===== config.mk =====
export PLATFORM = sky130hd
export DESIGN_NAME = mct_decoder
export DESIGN_NICKNAME = d
export VERILOG_FILES = /design/src/rtl/mct_pkg.sv /design/src/rtl/mct_decoder.sv
export SDC_FILE = /design/constraint.sdc
export NUM_CORES = 1
export LEC_CHECK = 0
export ABC_AREA = 1
export CORE_MARGIN = 2
export CORE_UTILIZATION = 63
export DETAILED_ROUTE_END_ITERATION = 8
export DONT_BUFFER_PORTS = 1
export PLACE_DENSITY_LB_ADDON = 0.3
export SYNTH_ARGS = -nofsm -noshare
export SYNTH_HDL_FRONTEND = slang
export SYNTH_SLANG_ARGS = --single-unit

===== constraint.sdc =====
create_clock -name i_clk_sys -period 3.4 [get_ports i_clk_sys]
set_input_delay 0.34 -clock i_clk_sys [delete_from_list [all_inputs] [get_ports i_clk_sys]]
set_output_delay 0.34 -clock i_clk_sys [all_outputs]
set_load 0.02 [all_outputs]

===== src/rtl/mct_pkg.sv =====
// package for the data-move / call timing decoder
// assumes a single 10 MHz core clock and synchronous active-low reset
package mct_pkg;

  // operand forms of the data transfer group
  typedef enum logic [3:0] {
    MCT_F_REG,
    MCT_F_IMM,
    MCT_F_IMM_ZX,
    MCT_F_IMM_OX,
    MCT_F_LD_SHORT,
    MCT_F_LD_LONG,
    MCT_F_ST_SHORT,
    MCT_F_ST_LONG,
    MCT_F_LD_IND_W,
    MCT_F_LD_IND_D,
    MCT_F_ST_IND_W,
    MCT_F_ST_IND_D,
    MCT_F_LD_DISP_W,
    MCT_F_LD_DISP_D
  } mct_form_e;

  // register operand size: byte_reg_operand, word_reg_operand, dword_reg_operand
  typedef enum logic [1:0] {
    MCT_SZ_BYTE,
    MCT_SZ_WORD,
    MCT_SZ_DWORD
  } mct_size_e;

  // program flow operations
  typedef enum logic [1:0] {
    MCT_K_ABSOLUTE_PAGE_JSR,
    MCT_K_LONG_JSR_OP,
    MCT_K_SUBROUTINE_EXIT,
    MCT_K_INTERRUPT_EXIT
  } mct_flow_e;

  typedef logic [2:0]  mct_len_t;
  typedef logic [5:0]  mct_states_t;
  typedef logic [23:0] mct_pc_t;

  // binary mode encoding lengths
  localparam mct_len_t    MCT_LEN_REG      = 3'h3;
  localparam mct_len_t    MCT_LEN_IMM8     = 3'h4;
  localparam mct_len_t    MCT_LEN_IMM16    = 3'h5;
  localparam mct_len_t    MCT_LEN_SHORT    = 3'h4;
  localparam mct_len_t    MCT_LEN_LONG     = 3'h5;
  localparam mct_len_t    MCT_LEN_IND      = 3'h4;
  localparam mct_len_t    MCT_LEN_DISP     = 3'h5;

  // binary mode state counts
  localparam mct_states_t MCT_ST_REG_BW    = 6'h02;
  localparam mct_states_t MCT_ST_REG_D     = 6'h03;
  localparam mct_states_t MCT_ST_IMM       = 6'h03;
  localparam mct_states_t MCT_ST_IMM_EXT   = 6'h05;
  localparam mct_states_t MCT_ST_LD_B      = 6'h03;
  localparam mct_states_t MCT_ST_LD_W      = 6'h04;
  localparam mct_states_t MCT_ST_LD_D      = 6'h06;
  localparam mct_states_t MCT_ST_ST_B      = 6'h04;
  localparam mct_states_t MCT_ST_ST_W      = 6'h05;
  localparam mct_states_t MCT_ST_ST_D      = 6'h07;
  localparam mct_states_t MCT_ST_IND_LD_B  = 6'h03;
  localparam mct_states_t MCT_ST_IND_LD_W  = 6'h04;
  localparam mct_states_t MCT_ST_IND_ST_B  = 6'h04;
  localparam mct_states_t MCT_ST_IND_ST_W  = 6'h05;
  localparam mct_states_t MCT_ST_DPTR_ADD  = 6'h01;
  localparam mct_states_t MCT_ST_DISP_B    = 6'h06;
  localparam mct_states_t MCT_ST_DISP_W    = 6'h07;
  localparam mct_states_t MCT_ST_DISP_D_B  = 6'h07;

  // source mode saves one byte and one state on every form here
  localparam mct_len_t    MCT_SRC_LEN_SAVE = 3'h1;
  localparam mct_states_t MCT_SRC_ST_SAVE  = 6'h01;
  // external access costs wait states plus this
  localparam mct_states_t MCT_EXT_PENALTY  = 6'h02;
  // absolute call advances the pc by this
  localparam mct_pc_t     MCT_ABS_JSR_ADV  = 24'h000002;
  localparam int          MCT_ABS_JSR_BITS = 11;

  // values after reset, then the upper halves for immediate extension
  localparam mct_len_t    MCT_RST_LEN      = 3'h0;
  localparam mct_states_t MCT_RST_STATES   = 6'h00;
  localparam mct_pc_t     MCT_RST_PC       = 24'h000000;
  localparam logic [31:0] MCT_RST_IMM      = 32'h00000000;
  localparam logic [15:0] MCT_RST_PUSH     = 16'h0000;
  localparam logic [7:0]  MCT_RST_FLAGS    = 8'h00;
  localparam logic [15:0] MCT_ONES_HALF    = 16'hffff;
  localparam logic [15:0] MCT_ZERO_HALF    = 16'h0000;

  // one decode request
  typedef struct packed {
    mct_form_e   form;
    mct_size_e   size;
    logic        ext_mem;
    logic [3:0]  wait_n;
    logic [15:0] imm16;
  } mct_dec_req_s;

  // one decode answer
  typedef struct packed {
    logic        illegal;
    mct_len_t    len;
    mct_states_t states;
    logic [31:0] imm_value;
  } mct_dec_ans_s;

  // one flow request
  typedef struct packed {
    mct_flow_e   kind;
    mct_pc_t     pc;
    mct_len_t    instr_len;
    mct_pc_t     target;
    logic        frame_mode;
    mct_pc_t     pop_pc;
    logic [7:0]  pop_flags;
  } mct_flow_req_s;

  // one flow answer
  typedef struct packed {
    mct_pc_t     new_pc;
    logic        push_en;
    logic [15:0] push_data;
    logic        flags_load;
    logic [7:0]  flags_data;
  } mct_flow_ans_s;

endpackage


===== src/rtl/mct_decoder.sv =====
// timing and stack-effect decoder for the data move and call/return group
// assumes requests come from logic on i_clk_sys; the mode strap is a pin
`timescale 1ns/1ns
`default_nettype none

module mct_decoder
(
  // clock and reset
  input  wire logic                   i_clk_sys,
  input  wire logic                   i_rst_b,
  // mode strap pin, 1 selects source mode
  input  wire logic                   i_src_mode_strap,
  // decode request
  input  wire logic                   i_dec_valid,
  input  wire mct_pkg::mct_dec_req_s  i_dec_req,
  // flow request
  input  wire logic                   i_flow_valid,
  input  wire mct_pkg::mct_flow_req_s i_flow_req,
  // mode status
  output logic                        o_mode_ready,
  output logic                        o_src_mode,
  // decode answer
  output logic                        o_dec_valid,
  output mct_pkg::mct_dec_ans_s       o_dec_ans,
  // flow answer
  output logic                        o_flow_valid,
  output mct_pkg::mct_flow_ans_s      o_flow_ans
);

  typedef struct packed {
    logic [2:0]             sync;
    logic                   locked;
    logic                   src_mode;
    logic                   dec_valid;
    mct_pkg::mct_dec_ans_s  dec;
    logic                   flow_valid;
    mct_pkg::mct_flow_ans_s flow;
  } mct_state_s;

  typedef struct packed {
    logic                 illegal;
    logic                 ext_ok;
    mct_pkg::mct_len_t    len;
    mct_pkg::mct_states_t states;
  } mct_entry_s;

  mct_state_s state_r;
  mct_state_s state_nxt;

  localparam int MCT_BITS = mct_pkg::MCT_ABS_JSR_BITS;

  // binary mode table; source mode derived by subtraction
  function automatic mct_entry_s bin_entry(input mct_pkg::mct_form_e f,
                                           input mct_pkg::mct_size_e s);
    mct_entry_s e;
    e = '{illegal: 1'b0, ext_ok: 1'b0, len: mct_pkg::MCT_RST_LEN,
          states: mct_pkg::MCT_RST_STATES};
    case (f)
      mct_pkg::MCT_F_REG:
      begin
        e.len    = mct_pkg::MCT_LEN_REG;
        e.states = (s == mct_pkg::MCT_SZ_DWORD) ? mct_pkg::MCT_ST_REG_D
                                                : mct_pkg::MCT_ST_REG_BW;
      end
      mct_pkg::MCT_F_IMM:
      begin
        case (s)
          mct_pkg::MCT_SZ_BYTE:
          begin
            e.len    = mct_pkg::MCT_LEN_IMM8;
            e.states = mct_pkg::MCT_ST_IMM;
          end
          mct_pkg::MCT_SZ_WORD:
          begin
            e.len    = mct_pkg::MCT_LEN_IMM16;
            e.states = mct_pkg::MCT_ST_IMM;
          end
          default:
          begin
            e.illegal = 1'b1;
          end
        endcase
      end
      mct_pkg::MCT_F_IMM_ZX,
      mct_pkg::MCT_F_IMM_OX:
      begin
        e.illegal = (s != mct_pkg::MCT_SZ_DWORD);
        e.len     = mct_pkg::MCT_LEN_IMM16;
        e.states  = mct_pkg::MCT_ST_IMM_EXT;
      end
      mct_pkg::MCT_F_LD_SHORT,
      mct_pkg::MCT_F_LD_LONG:
      begin
        // short direct space is on-chip, so no wait penalty there
        e.ext_ok = (f == mct_pkg::MCT_F_LD_LONG);
        e.len    = e.ext_ok ? mct_pkg::MCT_LEN_LONG : mct_pkg::MCT_LEN_SHORT;
        case (s)
          mct_pkg::MCT_SZ_BYTE:  e.states = mct_pkg::MCT_ST_LD_B;
          mct_pkg::MCT_SZ_WORD:  e.states = mct_pkg::MCT_ST_LD_W;
          default:               e.states = mct_pkg::MCT_ST_LD_D;
        endcase
      end
      mct_pkg::MCT_F_ST_SHORT,
      mct_pkg::MCT_F_ST_LONG:
      begin
        e.ext_ok = (f == mct_pkg::MCT_F_ST_LONG);
        e.len    = e.ext_ok ? mct_pkg::MCT_LEN_LONG : mct_pkg::MCT_LEN_SHORT;
        case (s)
          mct_pkg::MCT_SZ_BYTE:  e.states = mct_pkg::MCT_ST_ST_B;
          mct_pkg::MCT_SZ_WORD:  e.states = mct_pkg::MCT_ST_ST_W;
          default:               e.states = mct_pkg::MCT_ST_ST_D;
        endcase
      end
      mct_pkg::MCT_F_LD_IND_W,
      mct_pkg::MCT_F_LD_IND_D:
      begin
        // dword destinations have no indirect form
        e.illegal = (s == mct_pkg::MCT_SZ_DWORD);
        e.ext_ok  = 1'b1;
        e.len     = mct_pkg::MCT_LEN_IND;
        e.states  = (s == mct_pkg::MCT_SZ_BYTE) ? mct_pkg::MCT_ST_IND_LD_B
                                                : mct_pkg::MCT_ST_IND_LD_W;
        if (f == mct_pkg::MCT_F_LD_IND_D)
        begin
          e.states = e.states + mct_pkg::MCT_ST_DPTR_ADD;
        end
      end
      mct_pkg::MCT_F_ST_IND_W,
      mct_pkg::MCT_F_ST_IND_D:
      begin
        e.illegal = (s == mct_pkg::MCT_SZ_DWORD);
        e.ext_ok  = 1'b1;
        e.len     = mct_pkg::MCT_LEN_IND;
        e.states  = (s == mct_pkg::MCT_SZ_BYTE) ? mct_pkg::MCT_ST_IND_ST_B
                                                : mct_pkg::MCT_ST_IND_ST_W;
        if (f == mct_pkg::MCT_F_ST_IND_D)
        begin
          e.states = e.states + mct_pkg::MCT_ST_DPTR_ADD;
        end
      end
      mct_pkg::MCT_F_LD_DISP_W:
      begin
        e.illegal = (s == mct_pkg::MCT_SZ_DWORD);
        e.ext_ok  = 1'b1;
        e.len     = mct_pkg::MCT_LEN_DISP;
        e.states  = (s == mct_pkg::MCT_SZ_BYTE) ? mct_pkg::MCT_ST_DISP_B
                                                : mct_pkg::MCT_ST_DISP_W;
      end
      mct_pkg::MCT_F_LD_DISP_D:
      begin
        // only the byte destination exists through a dword pointer
        e.illegal = (s != mct_pkg::MCT_SZ_BYTE);
        e.ext_ok  = 1'b1;
        e.len     = mct_pkg::MCT_LEN_DISP;
        e.states  = mct_pkg::MCT_ST_DISP_D_B;
      end
      default:
      begin
        e.illegal = 1'b1;
      end
    endcase
    return e;
  endfunction

  // immediate value as it lands in the destination register
  function automatic logic [31:0] imm_extend(input mct_pkg::mct_form_e f,
                                             input logic [15:0] v);
    logic [31:0] r;
    r = {mct_pkg::MCT_ZERO_HALF, v};
    case (f)
      mct_pkg::MCT_F_IMM_OX: r = {mct_pkg::MCT_ONES_HALF, v};
      default:               r = {mct_pkg::MCT_ZERO_HALF, v};
    endcase
    return r;
  endfunction

  always_comb
  begin
    mct_entry_s e;
    mct_pkg::mct_pc_t pc_next;
    e         = bin_entry(i_dec_req.form, i_dec_req.size);
    pc_next   = mct_pkg::MCT_RST_PC;
    state_nxt = state_r;

    // strap passes three flops; taken once the last two agree
    state_nxt.sync = {state_r.sync[1:0], i_src_mode_strap};
    if (!state_r.locked && (state_r.sync[1] == state_r.sync[2]))
    begin
      state_nxt.locked   = 1'b1;
      state_nxt.src_mode = state_r.sync[2];
    end

    // decode path; requests before the mode is known are dropped
    state_nxt.dec_valid = i_dec_valid && state_r.locked;
    if (i_dec_valid && state_r.locked)
    begin
      if (state_r.src_mode)
      begin
        e.len    = e.len - mct_pkg::MCT_SRC_LEN_SAVE;
        e.states = e.states - mct_pkg::MCT_SRC_ST_SAVE;
      end
      if (e.ext_ok && i_dec_req.ext_mem)
      begin
        e.states = e.states + {2'h0, i_dec_req.wait_n} + mct_pkg::MCT_EXT_PENALTY;
      end
      state_nxt.dec.illegal   = e.illegal;
      state_nxt.dec.len       = e.len;
      state_nxt.dec.states    = e.states;
      state_nxt.dec.imm_value = imm_extend(i_dec_req.form, i_dec_req.imm16);
    end

    // flow path
    state_nxt.flow_valid = i_flow_valid;
    if (i_flow_valid)
    begin
      state_nxt.flow.flags_load = 1'b0;
      state_nxt.flow.flags_data = mct_pkg::MCT_RST_FLAGS;
      case (i_flow_req.kind)
        mct_pkg::MCT_K_ABSOLUTE_PAGE_JSR:
        begin
          pc_next                  = i_flow_req.pc + mct_pkg::MCT_ABS_JSR_ADV;
          state_nxt.flow.push_en   = 1'b1;
          state_nxt.flow.push_data = pc_next[15:0];
          state_nxt.flow.new_pc    = {pc_next[23:MCT_BITS],
                                      i_flow_req.target[MCT_BITS-1:0]};
        end
        mct_pkg::MCT_K_LONG_JSR_OP:
        begin
          pc_next                  = i_flow_req.pc + {21'h0, i_flow_req.instr_len};
          state_nxt.flow.push_en   = 1'b1;
          state_nxt.flow.push_data = pc_next[15:0];
          // long call stays inside the 64K region of the return address
          state_nxt.flow.new_pc    = {pc_next[23:16], i_flow_req.target[15:0]};
        end
        mct_pkg::MCT_K_SUBROUTINE_EXIT:
        begin
          state_nxt.flow.push_en   = 1'b0;
          state_nxt.flow.push_data = mct_pkg::MCT_RST_PUSH;
          state_nxt.flow.new_pc    = {i_flow_req.pc[23:16], i_flow_req.pop_pc[15:0]};
        end
        mct_pkg::MCT_K_INTERRUPT_EXIT:
        begin
          state_nxt.flow.push_en   = 1'b0;
          state_nxt.flow.push_data = mct_pkg::MCT_RST_PUSH;
          if (i_flow_req.frame_mode)
          begin
            state_nxt.flow.new_pc     = i_flow_req.pop_pc;
            state_nxt.flow.flags_load = 1'b1;
            state_nxt.flow.flags_data = i_flow_req.pop_flags;
          end
          else
          begin
            state_nxt.flow.new_pc = {i_flow_req.pc[23:16], i_flow_req.pop_pc[15:0]};
          end
        end
        default:
        begin
          state_nxt.flow.push_en = 1'b0;
        end
      endcase
    end

    if (!i_rst_b)
    begin
      // last two stages start unequal, so no lock before the strap has reached the middle stage
      state_nxt.sync       = 3'h2;
      state_nxt.locked     = 1'b0;
      state_nxt.src_mode   = 1'b0;
      state_nxt.dec_valid  = 1'b0;
      state_nxt.dec        = '{illegal: 1'b0, len: mct_pkg::MCT_RST_LEN,
                               states: mct_pkg::MCT_RST_STATES,
                               imm_value: mct_pkg::MCT_RST_IMM};
      state_nxt.flow_valid = 1'b0;
      state_nxt.flow       = '{new_pc: mct_pkg::MCT_RST_PC, push_en: 1'b0,
                               push_data: mct_pkg::MCT_RST_PUSH, flags_load: 1'b0,
                               flags_data: mct_pkg::MCT_RST_FLAGS};
    end
  end

  always_ff @(posedge i_clk_sys)
  begin
    state_r <= state_nxt;
  end

  assign o_mode_ready = state_r.locked;
  assign o_src_mode   = state_r.src_mode;
  assign o_dec_valid  = state_r.dec_valid;
  assign o_dec_ans    = state_r.dec;
  assign o_flow_valid = state_r.flow_valid;
  assign o_flow_ans   = state_r.flow;

endmodule

`default_nettype wire


# Yosys cells after proc, flatten, opt, wreduce, memory -nomap -nowiden
# Cells that the tools add are included.
[totals]
regBits = 99
output_inout_bits = 96
elab_cells = 82
[classes]
add_sub_neg = 8
eq_ne = 20
n_mux = 23
reduce_logical = 17
[op_table]
columns = ["op", "n"]
rows = [
  ["one-hot mux 41 bit (4 select lines)", 1],
  ["one-hot mux 9 bit (9 select lines)", 1],
  ["two-way mux 9 bit", 4],
  ["two-way mux 32 bit", 1],
  ["adder 24 x 2 -> 24 bit (second input constant)", 1],
  ["adder 24 x 3 -> 24 bit", 1],
  ["equality test 4 bit (second input constant)", 6],
  ["two-way mux 24 bit", 1],
  ["one-hot mux 9 bit (2 select lines)", 1],
  ["equality test 4 x 3 -> 1 bit (second input constant)", 4],
  ["OR reduction 2 bit", 6],
  ["OR reduction 5 bit", 2],
  ["adder 3 x 1 -> 4 bit (second input constant)", 2],
  ["equality test 4 x 2 -> 1 bit (second input constant)", 2],
  ["two-way mux 4 bit", 2],
  ["adder 6 x 2 -> 6 bit (second input constant)", 1],
  ["adder 6 x 4 -> 6 bit", 1],
  ["equality test 2 bit (second input constant)", 3],
  ["two-way mux 1 bit", 6],
  ["two-way mux 6 bit", 1],
  ["one-hot mux 3 bit (2 select lines)", 1],
  ["OR reduction 6 bit", 1],
  ["subtractor 6 x 1 -> 6 bit (second input constant)", 1],
  ["one-hot mux 1 bit (5 select lines)", 1],
  ["other kinds (13)", 17],
]

# Depth between registers and ports, before layout
# Gate-level depths: netlist of run 1.
[logic_depth]
word_depth = 11
depth_mapped = 22
ltp_nobuf = 21

# Worst setup path after synthesis of run 1
# Ideal clock, no wire load.
[synth_timing]
kind = "in2reg"
from = "input i_dec_req[24] (netlist bit)"
to = "register state_r (netlist bit o_dec_ans[35])"
setup_time_ns = 0.072
t_arrival_ns = 3.059
setup_slack_ns = 0.269
cell_stages = 19
n_path_buf = 1
cell_sequence = "buf_2 > nor2_1 > nand2_1 > o21ai_0 > nand2_1 > nand3b_1 > inv_1 > ha_1 > or2_2 > a21boi_0 > ha_1 > inv_1 > ha_1 > inv_1 > fa_1 > xor2_1 > o21ai_0 > nand2_1 > a21oi_1"
[synth_via]
elab_chain_len = 9
word_cells_on_any_way = 31
cone_classes = "add/sub: 3; eq/ne: 13; mux: 7; reduce/logical: 8"
[synth_rtl]
columns = ["element", "line_no", "rtl"]
rows = [
  ["start: declaration", "mct_decoder.sv:15", "input wire mct_pkg::mct_dec_req_s i_dec_req,"],
  ["equality test 4 bit, or another cell as far along", "mct_decoder.sv:58, mct_decoder.sv:136", ""],
  ["two-way mux 4 bit, or another cell as far along", "mct_decoder.sv:136", "if (f == mct_pkg::MCT_F_ST_IND_D)"],
  ["one-hot mux 9 bit (9 select lines)", "mct_decoder.sv:58", "case (f)"],
  ["subtractor 6 x 1 -> 6 bit", "mct_decoder.sv:200", "e.states = e.states - mct_pkg::MCT_SRC_ST_SAVE;"],
  ["two-way mux 9 bit", "mct_decoder.sv:197", "if (state_r.src_mode)"],
  ["two-way mux 9 bit", "mct_decoder.sv:195", "if (i_dec_valid && state_r.locked)"],
  ["adder 6 x 4 -> 6 bit", "mct_decoder.sv:204", "e.states = e.states + {2'h0, i_dec_req.wait_n} + mct_pkg::MCT_EXT_PENALTY;"],
  ["adder 6 x 2 -> 6 bit", "mct_decoder.sv:204", ""],
  ["two-way mux 6 bit *", "mct_decoder.sv:202", "if (e.ext_ok && i_dec_req.ext_mem)"],
  ["end signal: assignment", "mct_decoder.sv:282", "state_r <= state_nxt;"],
  ["end: declaration", "mct_decoder.sv:47", "mct_state_s state_r;"],
]
# Every way passes the cells marked *; elsewhere a longest branch is shown, timed or not. The select of a mux whose other input is x is not followed.
# A chain may end at the register's enable or synchronous reset.

# Worst setup path after layout of run 1
[layout_timing]
from = "input i_dec_req[26] (netlist bit)"
to = "register state_r (netlist bit o_dec_ans[35])"
# Same word-level chain as after synthesis.

==> impl_metrics.yaml, run 1 <==
global_route:
  grt_first_pass_wirelength_mm: 23.2
  grt_pass1_vias: 4898
  grt_use_total_pct: 28.7
  antenna_found_initial: 0
  grt_overflow_total: 0
  grt_max_degree: 64
final_layout:
  drive_gt1_share_pct: 7.46
  area_delta_synth_final_pct: -7.85
  fin_nets: 921
  nFillCells: 892
  num_antenna_cells: 0
timing:
  fin_crit_sh_pct: 88.2
  relSlewSlack_pct: 40.0
  worstMarginPinSlew_ns: 0.895
  timing.hold.ws_ns: 0.0743
  setup_viol: 0
  setup_tns_ns: 0
  final.setup.worst_slack_ns: 0.402
  rsz0062_at_grt: "false"
  finalClockSkew_ns: 0.0120
  period_needed_ns: 3.00
  finalMaxSlewViolations: 0
  hold_violations: 0
  clock.fmax_mhz: 334
yosys:
  synth.distinct_cells: 44
  syn_avg_cell_area_um2: 6.55
  async_flop_share_pct: 0
  yosysWarnings: 0
  synth_top_area_share_pct: 28.7
  synth_edf_count: 0
  synthFlopType: "dfxtp_1"
  synth-seq-cells: 84
  syn_area_mm2: 0.00586
  ys_top_cells_by_area: "dfxtp_1 29%, nand2_1 12%, buf_4 12%, o21ai_0 7.5%, nor2_1 6.0%"
  yosys-top-cells-count: "185 x nand2_1, 94 x nor2_1, 92 x buf_4"
  ys_seq_area_share_pct: 28.7
  synth.most_common_cell: "nand2_1"
  synth_area_leader_cell: "dfxtp_1"
  syn_nets: 1031
  syn_inst: 896
clocking:
  htree_num_levels: 3
  cts_tree: "done"
  cts_setup_buffers: 0
  clockBufferDepth: 2
  clk_pin_slew_worst_paths_ns: 0.10
  hold_buffers: 0
  cts.repair.resized: 0
  cts_sinks: 84
  clk_latency_ns: 0.35
  cts_buffers: 9
  cts_root_buf: "clkbuf_8"
worst_setup_path:
  start_kind: "input port"
  arrival_ns: 3.27
  crit_required_ns: 3.67
  crit_fanout: 5
  r2r_slack_ns: 0.79
  critPathCaptureType: "flop"
  path_class: "input port to flop"
route:
  drt_iter0_markers: 399
  antenna_left: 0
  routed_wirelength_mm: 14.7
  drt_pass1_iterations: 6
  drc_errors: 0
  vias: 5299
  wl_per_cell_um: 16.3
  routed_via_density: 5.87
die:
  die_w_um: 100
  io_pins: 214
  std_cell_rows: 35
  die-area_mm2: 0.0101
  initial_utilization_pct: 64.1
  core_mm2: 0.00915
  die_h_um: 100
place:
  gp_congestion: 0.980
  post-dp-hpwl_mm: 10.9
  io_buffers: 0
  pre_cts_ws_ns: 0.0432
min_path:
  worstHoldPathType: "input port to flop"
pwr:
  power.leakage_nw: 2.44
  vdd_ir_drop_max_v: 0.000230
  cellPowerDensity_mw_per_mm2: 417
job:
  maxCapViolations: 0
run_status:
  status: "completed"
## layout make-up
class | count | area [µm²] | area share (%)
multi-input combinational | 602 | 3040 | 56.2
sequential | 84 | 1690 | 31.2
inverter | 84 | 315 | 5.83
tap | 111 | 139 | 2.57
clock buffer | 9 | 124 | 2.29
clock inverter | 7 | 63.8 | 1.18
timing repair buffer | 5 | 37.5 | 0.695
## worst max-delay path: stages
cell and delay (ns):
inv_1 0.03, nor2_1 0.29, nand3_1 0.13, nand3_1 0.10, nand2_1 0.07, nand3_1 0.09, inv_1 0.05, ha_1 0.25
or2_2 0.30, a21boi_0 0.13, ha_1 0.28, inv_1 0.06, ha_1 0.15, inv_1 0.06, fa_1 0.40, xor2_1 0.15
o21ai_0 0.17, nand2_1 0.08, a21oi_1 0.14
## logic make-up after synthesis
group                      share of synthesized area, %
adders and majority gates                          3.88
DFF                                                28.7
xor gates and xnor gates                           1.05
AOI/OAI and AO/OA                                  17.9
and+or+nand+nor                                    29.0
buffers and inverters                              19.5
## power by group
group / switching (mW) / leakage (nW) / internal [mW]
logic: 0.237 / 1.66 / 0.142
clock network: 0.398 / 0.0907 / 0.283
registers: 0.145 / 0.692 / 1.05
total: 0.779 / 2.44 / 1.47
## registers in the layout (all words and copies together), names as in the netlist
name / cells
o_flow_valid: 1
o_src_mode: 1
state_r: 3
o_dec_valid: 1
o_mode_ready: 1
o_dec_ans: 27
o_flow_ans: 50
## cells in the final DEF, fill, tap and decap left out, drive strengths merged, types with 7 or more instances in the layout
cell type  instances
nand2            192
nor2             108
o21ai             94
inv               86
dfxtp             84
a21oi             73
nand3             62
ha                15
a31oi             11
clkbuf             9
nor3               8
or2                7
## path summary, 6_finish.rpt
kind              depth (start not counted)           from             end
hold / removal                            1   i_flow_valid  o_flow_ans[17]
setup reg to reg                         12     o_src_mode   o_dec_ans[35]
hold reg to reg                           1    state_r[96]     state_r[97]
setup / recovery                         19  i_dec_req[26]   o_dec_ans[35]
## layer usage
metal	up-vias	GRT usage [%]	routed length (µm)
li1	2607	-	-
met1	2374	34.0	5850
met2	277	48.4	6820
met3	41	8.04	1510
met4	0	12.3	480
met5	-	0	0
## metrics by stage
stage	instance area (µm²)	util (%)	power, mW	std cells
finish	5400	59.0	2.25	902
global route	5400	59.0	2.40	902
CTS	5400	59.0	2.27	902
detailed placement	5220	57.0	1.59	886
global placement	5220	57.0	1.57	886
floorplan	5860	-	1.62	896
(Power assumes the default switching activity.)
==> run 2, diff against run 1 <==
REMOVE_ABC_BUFFERS = 1   (was default)
==> run 2 against run 1 <==
Against the previous run: die area did not move; sequential share of layout area barely moved; cell count did not move; count of clock-buffer cells in the layout did not move; clock power rose by 4.4%; fmax rose by 1.7%; sequential cell count did not move; sequential power barely moved.
==> impl_metrics.yaml, run 2 (same netlist as run 1, synthesis figures left out) <==
run_status:
  status: "completed"
final_layout:
  nFillCells: 874
  layout_commonest_cell: "nand2_1"
  drive_gt1_share_pct: 7.46
  final_area_mm2: 0.00541
  area_delta_synth_final_pct: -7.77
  num_antenna_cells: 0
  fin_nets: 921
  layout_common_cells: "185 x nand2_1, 94 x nor2_1, 88 x o21ai_0"
  largest_reg_flops: 50
min_path:
  worstHoldPathType: "input port to flop"
  hold_path.startpoint: "i_flow_valid"
  holdPathEnd: "o_flow_ans[17]"
  min_path_cells: 1
die:
  std_cell_rows: 35
  core_mm2: 0.00915
  io_pins: 214
  initial_utilization_pct: 64.1
  die-area_mm2: 0.0101
  die_w_um: 100
  die_h_um: 100
timing:
  worstMarginPinSlew_ns: 0.900
  setup_viol: 0
  hold_violations: 0
  relSlewSlack_pct: 40.0
  clock.fmax_mhz: 339
  period_needed_ns: 2.95
  fin_crit_sh_pct: 86.7
  finalClockSkew_ns: 0.00588
  setup_tns_ns: 0
  final.setup.worst_slack_ns: 0.453
  rsz0062_at_grt: "false"
  finalMaxSlewViolations: 0
route:
  antenna_left: 0
  vias: 5295
  wl_per_cell_um: 15.8
  routed_wirelength_mm: 14.3
  drc_errors: 0
  drt_iter0_markers: 192
  routed_via_density: 5.87
  drt_pass1_iterations: 5
global_route:
  antenna_found_initial: 0
  grt_use_total_pct: 27.5
  grt_pass1_vias: 4869
  grt_max_degree: 64
  grt_overflow_total: 0
  grt_first_pass_wirelength_mm: 22.4
worst_setup_path:
  arrival_ns: 3.23
  start_kind: "input port"
  r2r.worst_path.cells: 12
  crit_required_ns: 3.68
  path_class: "input port to flop"
  r2r_slack_ns: 0.89
  r2r_end: "o_dec_ans[35]"
  critPathCaptureType: "flop"
  timing.rr.start: "o_src_mode"
  crit_fanout: 6
place:
  dpl_cell_area_mm2: 0.00522
  io_buffers: 0
  post-dp-hpwl_mm: 10.4
  gp_congestion: 1.04
  pre_cts_ws_ns: 0.110
pwr:
  clockPowerShare_pct: 31.2
  p_seq_share_pct: 52.3
  power.leakage_nw: 2.44
  switching_share_pct: 35.1
  switchingPower_uw: 800
  p_int_mw: 1.48
  pwr-share-comb_pct: 16.5
  vdd_ir_drop_max_v: 0.000253
  cellPowerDensity_mw_per_mm2: 421
clocking:
  cts_sinks: 84
  clockBufferDepth: 2
  clk_latency_ns: 0.35
  cts.repair.resized: 0
  htree_num_levels: 3
  cts_buffers: 9
  hold_buffers: 0
  cts_root_buf: "clkbuf_8"
  cts_tree: "done"
  clk_pin_slew_worst_paths_ns: 0.10
  cts_setup_buffers: 0
job:
  maxCapViolations: 0
[run 2: worst max path at each step]
stage | endpoint | from | slack [ns] | cells past startpoint
finish | o_dec_ans[35] | i_dec_req[26] | 0.45 | 17
global route | o_dec_ans[35] | i_dec_req[26] | 0.24 | 17
CTS | o_dec_ans[35] | i_dec_req[26] | 0.49 | 17
detailed placement | o_dec_ans[35] | i_dec_req[26] | 0.11 | 17
global placement | o_dec_ans[35] | i_dec_req[25] | 0.20 | 18
floorplan | o_dec_ans[35] | i_dec_req[22] | 0.36 | 18
[run 2: cell type report]
class                           count  area [µm²]  share of cell area (%)
Multi-Input combinational cell    602        3040                    56.2
Sequential cell                    84        1690                    31.2
Inverter                           84         315                    5.83
Tap cell                          111         139                    2.57
Clock buffer                        9         124                    2.29
Clock inverter                      7        68.8                    1.27
Timing Repair Buffer                5        37.5                   0.694
[run 2: per-stage QoR]
step | std cells | hold slack (ns) | util, % | total power, mW
global placement | 886 | 0.399 | 57.0 | 1.56
finish | 902 | 0.0637 | 59.1 | 2.28
detailed placement | 886 | 0.411 | 57.0 | 1.59
floorplan | 770 | 0.393 | - | 1.49
global route | 902 | 0.0503 | 59.1 | 2.40
CTS | 902 | 0.0503 | 59.1 | 2.29
[run 2: per-layer routing]
layer | vias to the layer above | share of wire, % | global-route usage [%]
met5 | - | 0 | 0
met4 | 0 | 1.2 | 7.59
met3 | 16 | 10 | 8.95
met2 | 251 | 48 | 47.8
met1 | 2414 | 40 | 32.5
li1 | 2614 | - | -
[run 2: power groups by stage]
stage               Sequential, mW  Combinational [mW]  Clock [mW]
global route                  1.20               0.436       0.768
global placement              1.21               0.352           0
CTS                           1.19               0.374       0.726
floorplan                     1.20               0.291           0
finish                        1.19               0.375       0.711
detailed placement            1.21               0.373           0
[run 2: critical path, cell delays in order]
cell and delay, ns:
nor2_2 0.22, nand3_1 0.19, o21ai_0 0.11, nand3b_1 0.16, inv_1 0.06, ha_1 0.27
or2_2 0.30, a21boi_0 0.13, ha_1 0.28, inv_1 0.06, ha_1 0.16, inv_1 0.06
fa_1 0.40, xor2_1 0.15, o21ai_0 0.13, nand2_1 0.06, a21oi_1 0.12
==> run 3, diff against run 2 <==
ABC_AREA = default   (was 1)
==> run 3 against run 2 <==
Against the previous run: combinational power fell by 14%; critical path type unchanged; core utilization fell by 0.27 points; synthesized cell count fell by 20%; sequential cell count did not move; register-to-register slack got worse by 0.08 ns; via count fell by 12%; clock skew rose by 0.00089 ns; cell count fell by 22%; highest routed layer unchanged.
==> impl_metrics.yaml, run 3 <==
route:
  vias: 4653
  drc_errors: 0
  wl_per_cell_um: 19.2
  routed_via_density: 6.60
  antenna_left: 0
  routed_wirelength_mm: 13.6
  drt_iter0_markers: 233
  drt_pass1_iterations: 4
clocking:
  clk_pin_slew_worst_paths_ns: 0.09
  hold_buffers: 0
  cts_sinks: 84
  cts.repair.resized: 0
  clockBufferDepth: 2
  cts_tree: "done"
  cts_setup_buffers: 0
  cts_buffers: 9
  htree_num_levels: 3
  cts_root_buf: "clkbuf_8"
  clk_latency_ns: 0.35
yosys:
  synth_area_leader_cell: "dfxtp_1"
  yosys-top-cells-count: "92 x buf_4, 84 x dfxtp_1, 78 x nand2_1"
  synth_edf_count: 0
  synth-seq-cells: 84
  synth_compound_area_share_pct: 21.7
  synthFlopType: "dfxtp_1"
  synth.most_common_cell: "buf_4"
  async_flop_share_pct: 0
  synth_top_area_share_pct: 30.2
  yosysWarnings: 0
  ys_top_cells_by_area: "dfxtp_1 30%, buf_4 12%, nand2_1 5.3%, a21oi_1 4.7%, mux2i_1 4.3%"
  synth_mux_area_share_pct: 4.92
  ys_seq_area_share_pct: 30.2
  synth.distinct_cells: 64
  synth_top_family_by_area: "compound AO/OA/AOI/OAI gates"
  yosys.area_share.simple_pct: 18.8
  synth_fa_ha_area_share_pct: 4.09
  syn_area_mm2: 0.00557
  synth_xor_area_share_pct: 3.30
  syn_inst: 716
  syn_avg_cell_area_um2: 7.77
worst_setup_path:
  r2r_end: "o_dec_ans[34]"
  critPathMostFrequentCell: "ha_1"
  worstSetupEndpoint: "o_dec_ans[34]"
  cp_cell_sequence: "xnor2_1 -> a221oi_1 -> a21o_1 -> nand3b_1 -> ha_1 -> nand2_1 -> o31ai_1 -> ha_1 -> inv_1 -> ha_1 -> inv_1 -> fa_1 -> o41ai_1 -> a31o_2"
  cp-startpoint: "i_dec_req[26]"
  crit_buf_inv: 2
  arrival_ns: 3.18
  path_class: "input port to flop"
  start_kind: "input port"
  r2r_slack_ns: 0.81
  cp.depth: 14
  timing.rr.start: "o_src_mode"
  crit_required_ns: 3.69
  cp_slowest_stage_delay_ns: 0.43
  crit_fanout: 16
  critPathCaptureType: "flop"
  path_delay_family: "compound AO/OA/AOI/OAI gates"
  r2r.worst_path.cells: 10
  crit_slowest_cell: "a221oi_1"
final_layout:
  area_delta_synth_final_pct: -8.72
  drive_gt1_share_pct: 5.03
  num_antenna_cells: 0
  layout_commonest_cell: "dfxtp_1"
  largest_reg_flops: 50
  layout_common_cells: "83 x dfxtp_1, 78 x nand2_1, 58 x nor2_1"
  fin_nets: 727
die:
  die-area_mm2: 0.00960
  die_h_um: 98.0
  std_cell_rows: 34
  initial_utilization_pct: 64.4
  core_mm2: 0.00864
  die_w_um: 98.0
  io_pins: 214
pwr:
  finalPower_mw: 2.32
  power.leakage_nw: 1.90
  vdd_ir_drop_max_v: 0.000212
  cellPowerDensity_mw_per_mm2: 456
global_route:
  grt.busiest_layer: "met2"
  antenna_found_initial: 0
  use_met1_pct: 31.3
  grtUsageMet2_pct: 48.6
  grt_use_total_pct: 27.4
  grt_pass1_vias: 4363
  grt_first_pass_wirelength_mm: 21.9
  use_met3_pct: 8.52
  grt_max_degree: 51
  grt_overflow_total: 0
timing:
  hold_violations: 0
  timing.hold.ws_ns: 0.0622
  relSlewSlack_pct: 31.4
  period_needed_ns: 2.88
  finalMaxSlewViolations: 0
  clock.fmax_mhz: 347
  rsz0062_at_grt: "false"
  setup_tns_ns: 0
  fin_crit_sh_pct: 84.8
  finalClockSkew_ns: 0.00676
  setup_viol: 0
  worstMarginPinSlew_ns: 1.03
place:
  post-dp-hpwl_mm: 9.69
  io_buffers: 0
  gp_congestion: 0.928
job:
  maxCapViolations: 0
run_status:
  status: "completed"
min_path:
  worstHoldPathType: "input port to flop"
## run 3: cell count changes after synthesis, sizes merged, moves of 10 or more
cell / change
a211oi: +19
a21oi: -21
a22oi: +12
inv: -64
mux2i: +24
nand2: -114
nand3: -43
nor2: -50
nor4: +10
o21ai: -46
xnor2: +15
## run 3: area by class of cell
class | instances | area, µm²
clock buffer | 9 | 124
multi-input combinational | 476 | 2940
inverter | 18 | 67.6
clock inverter | 7 | 105
fill | 835 | 3560
sequential | 84 | 1690
timing repair buffer | 3 | 22.5
tap | 108 | 135
## run 3: report_power, final
group	switching, mW	internal [mW]
registers	0.108	1.04
logic	0.183	0.140
clock network	0.416	0.429
total	0.707	1.61
## run 3: logic make-up (layout without fill, tap and decap cells)
| group | count (synthesis) | in the layout |
|---|---|---|
| adder cells (fa/ha/maj) | 17 | 17 |
| AND/OR/NAND/NOR | 222 | 222 |
| flip-flops | 84 | 84 |
| XOR/XNOR | 21 | 21 |
| buffers and inverters | 156 | 37 |
| AO/OA/AOI/OAI | 189 | 189 |
| multiplexers | 27 | 27 |
## run 3: worst min path at each step
stage / start / depth (start not counted) / slack, ns / endpoint
2_1_floorplan: state_r[96] / 1 / 0.39 / state_r[97]
3_3_place_gp: state_r[96] / 1 / 0.39 / state_r[97]
3_5_place_dp: state_r[96] / 1 / 0.40 / state_r[97]
4_1_cts: i_rst_b / 1 / 0.05 / state_r[97]
5_1_grt: i_flow_valid / 1 / 0.05 / o_flow_ans[33]
6_report: i_rst_b / 1 / 0.06 / state_r[97]
## run 3: worst reg2reg max path: cells and delay by family (launching register included)
family	cells	cell delay, ns
DFF	1	0.34
and+or+nand+nor	1	0.09
adders and majority gates	3	0.81
AOI/OAI and AO/OA	3	0.94
buffers and inverters	3	0.36
## run 3: per-stage QoR
stage | utilization (%) | instance area [µm²] | setup WS (ns) | std cells
after global placement | 56.2 | 4850 | 0.365 | 689
after floorplan | - | 4690 | 0.488 | 578
after CTS | 58.8 | 5080 | 0.607 | 705
after global routing | 58.8 | 5080 | 0.372 | 705
after detailed placement | 56.2 | 4850 | 0.243 | 689
final | 58.8 | 5080 | 0.518 | 705
## run 3: metal layers
layer / wire [µm] / vias up
met5: 0 / -
met4: 193 / 0
met3: 1360 / 21
met2: 6890 / 261
met1: 5140 / 2173
li1: - / 2198
